### src/verilog/pll_div_consts.vh
// Register offsets, field positions and reset values of the PLL divider configuration bank
`ifndef PLL_DIV_CONSTS_VH
`define PLL_DIV_CONSTS_VH
`define ADDR_FB_PHASE_HIGH 4'h0
`define ADDR_FB_LOW 4'h1
`define ADDR_FB2_LOW 4'h2
`define ADDR_FB_BYP_MSB 4'h3
`define ADDR_REF_PHASE_HIGH 4'h4
`define ADDR_REF_LOW 4'h5
`define ADDR_SS_FB_MSB 4'h8
`define ADDR_SS_FB_LOW 4'h9
`define ADDR_FS_BYPASS 4'ha
`define ADDR_DBL_PREDIV 4'hc
`define RST_FB_RATIO 12'hc00
`define RST_REF_RATIO 12'hc00
`define RST_FB2_RATIO 9'h060
`define RST_SS_FB_RATIO 9'h018
`define RST_PHASE 3'h0
`define RST_PREDIV 6'h00
`define RST_BIT 1'h0
`define PREDIV_BYPASS 6'h00
`define RST_ENABLE 1'h1
`define RD_IDLE 8'h00
`define FLD_PHASE 7:5
`define FLD_PD 4
`define FLD_NIBBLE 3:0
`define FLD_TOP 7
`define FLD_BIT0 0
`define FLD_PREDIV 5:0
`define RATIO_HIGH 11:8
`define RATIO_LOW 7:0
`define RATIO9_MSB 8
`endif

### src/verilog/pll_divider_config_regs.v
// Divider configuration register bank of a two-stage clock-synthesis PLL
`timescale 1ns/1ps
`include "pll_div_consts.vh"
module pll_divider_config_regs (
    // Clock and reset
    input wire clk,
    input wire rstn,
    // Register port
    input wire [3:0] reg_addr,
    input wire reg_wr,
    input wire [7:0] reg_wdata,
    output reg [7:0] reg_rdata,
    // First-stage dividers
    output reg [11:0] feedback_div_ratio,
    output reg [2:0] feedback_phase_sel,
    output reg [8:0] second_feedback_div_ratio,
    output reg second_feedback_div_powerdown,
    output reg second_feedback_div_enable,
    output reg feedback_bypass_sel,
    output reg use_product_feedback,
    output reg [11:0] reference_div_ratio,
    output reg [2:0] reference_phase_sel,
    // Second stage
    output reg [8:0] second_stage_feedback_ratio,
    output reg first_stage_bypass_sel,
    output reg first_stage_enable,
    output reg doubler_sel,
    output reg [5:0] second_stage_prediv_ratio,
    output reg prediv_active
);

    reg [7:0] rdata_d;

    // Read images; reserved bits read zero
    wire [7:0] fb_phase_high_img;
    wire [7:0] fb_low_img;
    wire [7:0] fb2_low_img;
    wire [7:0] fb_byp_msb_img;
    wire [7:0] ref_phase_high_img;
    wire [7:0] ref_low_img;
    wire [7:0] ss_fb_msb_img;
    wire [7:0] ss_fb_low_img;
    wire [7:0] fs_bypass_img;
    wire [7:0] dbl_prediv_img;

    // Next values of the decoded controls
    wire second_feedback_div_enable_d;
    wire use_product_feedback_d;
    wire first_stage_enable_d;
    wire prediv_active_d;

    assign fb_phase_high_img = {feedback_phase_sel, second_feedback_div_powerdown, feedback_div_ratio[`RATIO_HIGH]};
    assign fb_low_img = feedback_div_ratio[`RATIO_LOW];
    assign fb2_low_img = second_feedback_div_ratio[`RATIO_LOW];
    assign fb_byp_msb_img = {second_feedback_div_ratio[`RATIO9_MSB], 6'h00, feedback_bypass_sel};
    assign ref_phase_high_img = {reference_phase_sel, 1'h0, reference_div_ratio[`RATIO_HIGH]};
    assign ref_low_img = reference_div_ratio[`RATIO_LOW];
    assign ss_fb_msb_img = {7'h00, second_stage_feedback_ratio[`RATIO9_MSB]};
    assign ss_fb_low_img = second_stage_feedback_ratio[`RATIO_LOW];
    assign fs_bypass_img = {7'h00, first_stage_bypass_sel};
    assign dbl_prediv_img = {doubler_sel, 1'h0, second_stage_prediv_ratio};

    assign second_feedback_div_enable_d = ~second_feedback_div_powerdown;
    assign use_product_feedback_d = feedback_bypass_sel & ~second_feedback_div_powerdown;
    assign first_stage_enable_d = ~first_stage_bypass_sel;
    assign prediv_active_d = ~doubler_sel & (second_stage_prediv_ratio != `PREDIV_BYPASS);

    // Write decode, reset defaults
    always @(posedge clk) begin
        if (!rstn) begin
            feedback_div_ratio <= `RST_FB_RATIO;
            feedback_phase_sel <= `RST_PHASE;
            reference_phase_sel <= `RST_PHASE;
            second_feedback_div_ratio <= `RST_FB2_RATIO;
            second_feedback_div_powerdown <= `RST_BIT;
            feedback_bypass_sel <= `RST_BIT;
            reference_div_ratio <= `RST_REF_RATIO;
            second_stage_feedback_ratio <= `RST_SS_FB_RATIO;
            first_stage_bypass_sel <= `RST_BIT;
            doubler_sel <= `RST_BIT;
            second_stage_prediv_ratio <= `RST_PREDIV;
        end else if (reg_wr) begin
            // Range limits are not enforced; software keeps ratios legal
            // register placement
            case (reg_addr)
                `ADDR_FB_PHASE_HIGH: begin
                    feedback_phase_sel <= reg_wdata[`FLD_PHASE];
                    second_feedback_div_powerdown <= reg_wdata[`FLD_PD];
                    feedback_div_ratio[`RATIO_HIGH] <= reg_wdata[`FLD_NIBBLE];
                end
                `ADDR_FB_LOW: begin
                    feedback_div_ratio[`RATIO_LOW] <= reg_wdata;
                end
                `ADDR_FB2_LOW: begin
                    second_feedback_div_ratio[`RATIO_LOW] <= reg_wdata;
                end
                `ADDR_FB_BYP_MSB: begin
                    second_feedback_div_ratio[`RATIO9_MSB] <= reg_wdata[`FLD_TOP];
                    feedback_bypass_sel <= reg_wdata[`FLD_BIT0];
                end
                `ADDR_REF_PHASE_HIGH: begin
                    reference_phase_sel <= reg_wdata[`FLD_PHASE];
                    reference_div_ratio[`RATIO_HIGH] <= reg_wdata[`FLD_NIBBLE];
                end
                `ADDR_REF_LOW: begin
                    reference_div_ratio[`RATIO_LOW] <= reg_wdata;
                end
                `ADDR_SS_FB_MSB: begin
                    second_stage_feedback_ratio[`RATIO9_MSB] <= reg_wdata[`FLD_BIT0];
                end
                `ADDR_SS_FB_LOW: begin
                    second_stage_feedback_ratio[`RATIO_LOW] <= reg_wdata;
                end
                `ADDR_FS_BYPASS: begin
                    first_stage_bypass_sel <= reg_wdata[`FLD_BIT0];
                end
                `ADDR_DBL_PREDIV: begin
                    doubler_sel <= reg_wdata[`FLD_TOP];
                    second_stage_prediv_ratio <= reg_wdata[`FLD_PREDIV];
                end
                // Unmapped addresses are dropped
                default: begin
                end
            endcase
        end
    end

    // Decoded controls, registered one cycle after the fields
    // One cycle of latency keeps the analog controls free of decode glitches
    always @(posedge clk) begin
        if (!rstn) begin
            second_feedback_div_enable <= `RST_ENABLE;
            use_product_feedback <= `RST_BIT;
            first_stage_enable <= `RST_ENABLE;
            prediv_active <= `RST_BIT;
        end else begin
            second_feedback_div_enable <= second_feedback_div_enable_d;
            use_product_feedback <= use_product_feedback_d;
            first_stage_enable <= first_stage_enable_d;
            prediv_active <= prediv_active_d;
        end
    end

    // Readback mux; unmapped addresses read zero
    always @* begin
        rdata_d = `RD_IDLE;
        case (reg_addr)
            `ADDR_FB_PHASE_HIGH: begin
                rdata_d = fb_phase_high_img;
            end
            `ADDR_FB_LOW: begin
                rdata_d = fb_low_img;
            end
            `ADDR_FB2_LOW: begin
                rdata_d = fb2_low_img;
            end
            `ADDR_FB_BYP_MSB: begin
                rdata_d = fb_byp_msb_img;
            end
            `ADDR_REF_PHASE_HIGH: begin
                rdata_d = ref_phase_high_img;
            end
            `ADDR_REF_LOW: begin
                rdata_d = ref_low_img;
            end
            `ADDR_SS_FB_MSB: begin
                rdata_d = ss_fb_msb_img;
            end
            `ADDR_SS_FB_LOW: begin
                rdata_d = ss_fb_low_img;
            end
            `ADDR_FS_BYPASS: begin
                rdata_d = fs_bypass_img;
            end
            `ADDR_DBL_PREDIV: begin
                rdata_d = dbl_prediv_img;
            end
            default: begin
                rdata_d = `RD_IDLE;
            end
        endcase
    end

    // Registered read keeps the output glitch free
    always @(posedge clk) begin
        if (!rstn) begin
            reg_rdata <= `RD_IDLE;
        end else begin
            reg_rdata <= rdata_d;
        end
    end

endmodule

### config.mk
export PLATFORM = sky130hd
export DESIGN_NAME = pll_divider_config_regs
export DESIGN_NICKNAME = d
export VERILOG_FILES = /design/src/verilog/pll_divider_config_regs.v
export VERILOG_INCLUDE_DIRS = /design/src /design/src/verilog
export SDC_FILE = /design/constraint.sdc
export NUM_CORES = 1
export LEC_CHECK = 0
export BUFFER_PORTS_ARGS = -buffer_cell sky130_fd_sc_hd__buf_2
export CORE_MARGIN = 3
export CORE_UTILIZATION = 52
export DETAILED_ROUTE_END_ITERATION = 12
export GPL_TIMING_DRIVEN = 0
export PLACE_DENSITY = 0.89
export SYNTH_ARGS = -nofsm -noshare
export SYNTH_HDL_FRONTEND = slang
export SYNTH_SLANG_ARGS = --single-unit
### constraint.sdc
create_clock -name clk -period 1.7 [get_ports clk]
set_input_delay 0.17 -clock clk [delete_from_list [all_inputs] [get_ports clk]]
set_output_delay 0.17 -clock clk [all_outputs]
set_load 0.1 [all_outputs]
==> results of run 1 <==
## power by group
part           internal, W  leakage (nW)  switching [W]
Combinational     0.000123         0.992       0.000424
Clock             0.000751         0.106       0.000630
Sequential         0.00166         0.568      0.0000176
## cell usage in the layout, fill, tap and decap left out, types with 2 or more instances in the layout
cell / n
buf_2: 93
nand3_1: 66
dfxtp_1: 66
a21oi_1: 51
o21ai_0: 40
o21ai_1: 32
and3b_1: 23
clkbuf_1: 20
nand2_1: 11
clkbuf_8: 11
buf_6: 5
a31oi_1: 5
nor2b_1: 4
nor3b_1: 4
dfxtp_2: 4
buf_4: 3
nand2b_1: 3
mux2i_1: 3
or4_1: 3
nor2_1: 3
mux4_2: 3
and3_1: 3
a41oi_1: 3
clkinv_2: 3
nor3b_4: 2
nand3b_1: 2
mux2_2: 2
nand4_1: 2
nor3_1: 2
## flip-flops by register name (all words and copies together), names as in the netlist, 3 cells and up
register / cells
feedback_div_ratio: 12
feedback_phase_sel: 3
reference_div_ratio: 12
reference_phase_sel: 3
reg_rdata: 8
second_feedback_div_ratio: 9
second_stage_feedback_ratio: 9
second_stage_prediv_ratio: 6
## stage by stage
step / hold slack [ps] / std cells
CTS: 152 / 567
global placement: 395 / 551
finish: 165 / 567
global route: 157 / 567
detailed placement: 401 / 551
floorplan: 310 / 396
## synthesized netlist by cell type, types with 2 or more instances
| cell type | n | area share |
|---|---|---|
| nor3b_4 | 2 | 0.011 |
| nand3_1 | 66 | 0.098 |
| dfxtp_1 | 70 | 0.42 |
| and3b_1 | 23 | 0.060 |
| a21oi_1 | 51 | 0.076 |
| nand3b_1 | 2 | 0.0045 |
| or4_1 | 3 | 0.0067 |
| mux4_2 | 3 | 0.020 |
| a41oi_1 | 3 | 0.0078 |
| buf_6 | 5 | 0.017 |
| nor2_1 | 3 | 0.0033 |
| mux2_2 | 2 | 0.0067 |
| nand2b_1 | 3 | 0.0056 |
| nor3b_1 | 4 | 0.0089 |
| o21ai_1 | 32 | 0.048 |
| a31oi_1 | 5 | 0.0093 |
| and3_1 | 3 | 0.0056 |
| nor2b_1 | 4 | 0.0074 |
| clkbuf_1 | 19 | 0.021 |
| buf_4 | 3 | 0.0067 |
| o21ai_0 | 40 | 0.059 |
| nand4_1 | 2 | 0.0037 |
| mux2i_1 | 3 | 0.0089 |
| nor3_1 | 2 | 0.0030 |
| buf_2 | 13 | 0.019 |
| nand2_1 | 11 | 0.012 |
## worst paths after layout
kind,depth (start not counted),slack [ps],endpoint
max reg2reg,3,340,reg_rdata[4]$_SDFF_PN0_
min reg2reg,1,420,first_stage_enable$_SDFF_PN1_
min,3,160,feedback_phase_sel[1]$_SDFFE_PN0P_
max,1,260,second_feedback_div_powerdown
## layer usage
metal	vias up	track usage	routed length [µm]
met4	0	0.171	515
met3	58	0.0637	1460
met2	324	0.468	5270
met5	-	0	0
met1	1690	0.427	4330
li1	1639	-	-
## cells by family after synthesis
| family | count (synthesis) |
|---|---|
| multiplexers | 8 |
| buffers and inverters | 44 |
| AND/OR/NAND/NOR | 139 |
| flip-flops | 70 |
| AO/OA/AOI/OAI | 135 |
## worst reg2reg max path, stage by stage (launching register included)
cell     delay [ps]
dfxtp_2         360
or4bb_1         500
a21o_1          200
a31oi_1         210
## final cells by class
| type | count | area (µm²) | area share |
|---|---|---|---|
| flip-flops and latches | 70 | 1410 | 0.346 |
| multi-input cells | 282 | 1720 | 0.423 |
| repair buffers | 80 | 400 | 0.0985 |
| well taps | 75 | 93.8 | 0.0231 |
| inverters | 2 | 7.51 | 0.00185 |
| clock buffers | 12 | 155 | 0.0382 |
| clock inverters | 4 | 45.0 | 0.0111 |
| plain buffers | 42 | 239 | 0.0588 |
==> impl_metrics.ini, run 1 <==
[clocking]
post_cts_buffers = 0
cts_buffer_depth = 2
cts_tree = built
cts_hold_repair.buffers = 0
numCtsBuffers = 9
cts_root_buf = clkbuf_8
h-tree-depth = 3
clock_latency_ps = 360
cts_sinks = 70
cts_resized = 0
path_clk_slew_ps = 80

[critical_path]
path_buf_inv = 1
cp.required_ps = 1530
worstPathCellList = buf_2
worst_setup_path_end_kind = primary output
slowest_delay_ps = 470
critPathTopFamily = buffers and inverters
critPathArrivalTime_ps = 1270
crit_path_start = second_feedback_div_powerdown$_SDFFE_PN0P_
cp_slowest_cell = buf_2
reg2reg_from = second_feedback_div_ratio[4]$_SDFFE_PN0P_
path_max_fanout = 5
startpoint_type = flop
worstSetupPathType = reg -> out

[timing]
rsz0062_at_grt = false
min_period_ps = 1440
slew_headroom = 0.551
setup_slack_ps = 262
finalHoldViolations = 0
finalSetupTns_ps = 0
timing.fmax_mhz = 695
tightest_slew_ps = 673
setup_violations = 0
maxSlewViolCount = 0
fin_worst_skew_ps = 7.79
fin_crit_sh = 0.846

[finish]
antennaDiodeCount = 0
fin_util = 0.667
fillers = 519
area_delta_synth_final_pct = 20.8
fin_nets = 502
layout-drive-gt1-share = 0.270
final_cell_area_um2 = 4070

[global_routing]
gr-total-overflow = 0
grt_pass1_vias = 3346
antenna_found_initial = 0
grtUsageTotal = 0.314
grt_pass1_wl_um = 18100
grt_max_degree = 12

[pwr]
power_density_nw_per_um2 = 887
total_power_w = 0.00361
peakVddDrop_mv = 0.627
leakage_nw = 1.67

[logic_synthesis]
synth-adder-area-share = 0
synth_top_family_by_area = simple AND/OR/NAND/NOR gates
syn_nets = 411
yosys.area_share.xor_xnor = 0
async_flop_share = 0
seq_area_frac_synth = 0.416
yosysUniqueCellTypes = 45
synth_compound_area_frac = 0.212
synth_edf_count = 0
synthFlopType = dfxtp_1
yosysWarningCount = 0
avgSynthCellArea_um2 = 8.50
yosys_register_bits = 70
syn_inst = 396
netlist_area_um2 = 3370
synthMuxAreaShare = 0.0357
yosys.area_share.simple = 0.263

[place]
post-dp-hpwl_um = 8240
dpl_worst_slack_ps = 64.1
routabilityCongestion = 0.970
numPortBuffers = 80
placed_area_um2 = 3870

[floorplan]
dieArea_um2 = 7480
initial_core_util = 0.552
ioPinCount = 85
fp.dieW_um = 86.5
dieHeight_um = 86.5
coreArea_um2 = 6100
rows = 28

[status]
run_status = completed

[drt]
wirelength_um = 11600
routed-via-count = 3711
wire_per_inst_um = 20.4
via_per_inst = 6.54
antenna_left = 0
first_iter_violations = 620
drc = 0
first_pass_iters = 5

[run]
maxCapViolCount = 0

[worst_hold_path]
min_path_type = in -> reg
hold_start = reg_wdata[6]
Note: power is estimated with default switching activity, not from simulation.
==> run 2: changes to the inputs <==
==> constraint.sdc (replaced) <==
create_clock -name clk -period 1.5 [get_ports clk]
set_input_delay 0.15 -clock clk [delete_from_list [all_inputs] [get_ports clk]]
set_output_delay 0.15 -clock clk [all_outputs]
set_load 0.1 [all_outputs]
==> run 2 against run 1 <==
Net effect: die area stayed put; non-clock buffer count stayed put; combinational power is 13% higher; utilization is 0.92 points higher; sequential power is 13% higher; power is 16% higher; clock-buffer cell count is 1 lower; cell area is 1.4% higher; worst setup slack worse by 210 ps; flip-flop and latch count stayed put; global-route usage is 0.51 points lower; first-iteration DRC count is 8.9% lower.
==> impl_metrics.ini, run 2 (same netlist as run 1, synthesis figures left out) <==
[status]
run_status = completed

[finish]
layout.cells.non_filler = 567
antennaDiodeCount = 0
fin_nets = 502
final_common_cell = buf_2
final_cell_area_um2 = 4120
layout-drive-gt1-share = 0.331
area_delta_synth_final_pct = 22.4
mostFrequentLayoutCells = 93 x buf_2, 66 x nand3_1, 51 x a21oi_1, 40 x o21ai_0, 37 x dfxtp_1
reg.largest.list = feedback_div_ratio: 12 flops, reference_div_ratio: 12 flops

[timing]
min_period_ps = 1450
finalHoldViolations = 0
fin_worst_skew_ps = 6.98
rsz0062_at_grt = false
finalSetupTns_ps = 0
maxSlewViolCount = 0
tightest_slew_ps = 688
slew_headroom = 0.542
holdWs_ps = 125
fin_crit_sh = 0.965
setup_violations = 0
timing.fmax_mhz = 691

[clocking]
cts_hold_repair.buffers = 0
numCtsBuffers = 9
cts_buffer_depth = 2
post_cts_buffers = 0
cts_sinks = 70
path_clk_slew_ps = 80
cts_resized = 0
h-tree-depth = 3
cts_root_buf = clkbuf_8
clock_latency_ps = 360
cts_tree = built

[floorplan]
ioPinCount = 85
fp.dieW_um = 86.5
rows = 28
dieArea_um2 = 7480
coreArea_um2 = 6100
dieHeight_um = 86.5
initial_core_util = 0.552

[pwr]
peakVddDrop_mv = 0.618
leakage_nw = 1.68
power_density_nw_per_um2 = 1010
total_power_w = 0.00418

[worst_hold_path]
min_to = feedback_div_ratio[4]$_SDFFE_PN0P_
hold_start = reg_wdata[4]
min_path_type = in -> reg
hold-path-cell-count = 3

[drt]
drc = 0
routed-via-count = 3653
antenna_left = 0
via_per_inst = 6.44
first_iter_violations = 565
wirelength_um = 11400
wire_per_inst_um = 20.1
first_pass_iters = 6

[run]
maxCapViolCount = 0

[critical_path]
reg2reg_slack_ps = 50
cp_slowest_cell = or4bb_1
path_buf_inv = 0
critPathTopFamily = simple AND/OR/NAND/NOR gates
path_max_fanout = 3
critPathArrivalTime_ps = 1700
r2r_end = reg_rdata[4]$_SDFF_PN0_
worst_setup_path_end_kind = flop
slowest_delay_ps = 510
cp.required_ps = 1760
worstPathCellList = or4bb_1, a21o_1, a31oi_1
startpoint_type = flop
rr_worst_depth = 3
reg2reg_from = second_feedback_div_ratio[4]$_SDFFE_PN0P_
worstSetupPathType = reg -> reg

[global_routing]
gr-total-overflow = 0
grtUsageTotal = 0.309
antenna_found_initial = 0
grt_pass1_vias = 3340
grt_max_degree = 13
grt_pass1_wl_um = 17600

[place]
placed_area_um2 = 3910
post-dp-hpwl_um = 8150
routabilityCongestion = 0.994
numPortBuffers = 80
dp_cells = 551
-- run 2: how the worst max path moves through the flow --
| stage | to | cells after the start | startpoint |
|---|---|---|---|
| after detailed placement | reg_rdata[3]$_SDFF_PN0_ | 6 | reg_addr[3] |
| after global placement | reg_rdata[3]$_SDFF_PN0_ | 6 | reg_addr[3] |
| final | reg_rdata[4]$_SDFF_PN0_ | 3 | second_feedback_div_ratio[4]$_SDFFE_PN0P_ |
| after floorplan | reg_rdata[4]$_SDFF_PN0_ | 3 | second_feedback_div_ratio[4]$_SDFFE_PN0P_ |
| after global routing | reg_rdata[4]$_SDFF_PN0_ | 3 | second_feedback_div_ratio[4]$_SDFFE_PN0P_ |
| after CTS | reg_rdata[4]$_SDFF_PN0_ | 3 | second_feedback_div_ratio[4]$_SDFFE_PN0P_ |
-- run 2: cell type report --
| class | instances | area, µm² |
|---|---|---|
| multi-input combinational | 282 | 1720 |
| inverter | 2 | 7.51 |
| clock inverter | 5 | 55.1 |
| fill | 521 | 1970 |
| timing repair buffer | 80 | 400 |
| sequential | 70 | 1450 |
| buffer | 42 | 239 |
| clock buffer | 11 | 163 |
| tap | 75 | 93.8 |
-- run 2: worst reg2reg max path, delay by kind of cell (launching register included) --
family / cells / cell delay, ps
flops: 1 / 360
simple gates: 1 / 510
compound gates: 2 / 470
-- run 2: report_power, final --
part | switching, W | total (W) | leakage [nW] | internal, W
Combinational | 0.000477 | 0.000617 | 0.992 | 0.000140
Clock | 0.000753 | 0.00166 | 0.106 | 0.000908
Sequential | 0.0000205 | 0.00190 | 0.580 | 0.00188
-- run 2: metrics by stage --
step	worst slack, ps	utilization
4_1_cts	88.3	0.676
3_3_place_gp	-90.7	0.641
2_1_floorplan	-40.2	-
6_report	52.9	0.676
5_1_grt	18.7	0.676
3_5_place_dp	-124	0.641
-- run 2: layer usage --
metal / global-route usage / wire [µm] / vias up
met5: 0 / 0 / -
met4: 0.161 / 494 / 0
met3: 0.0760 / 1460 / 54
met2: 0.469 / 5020 / 288
met1: 0.407 / 4440 / 1677
li1: - / - / 1634
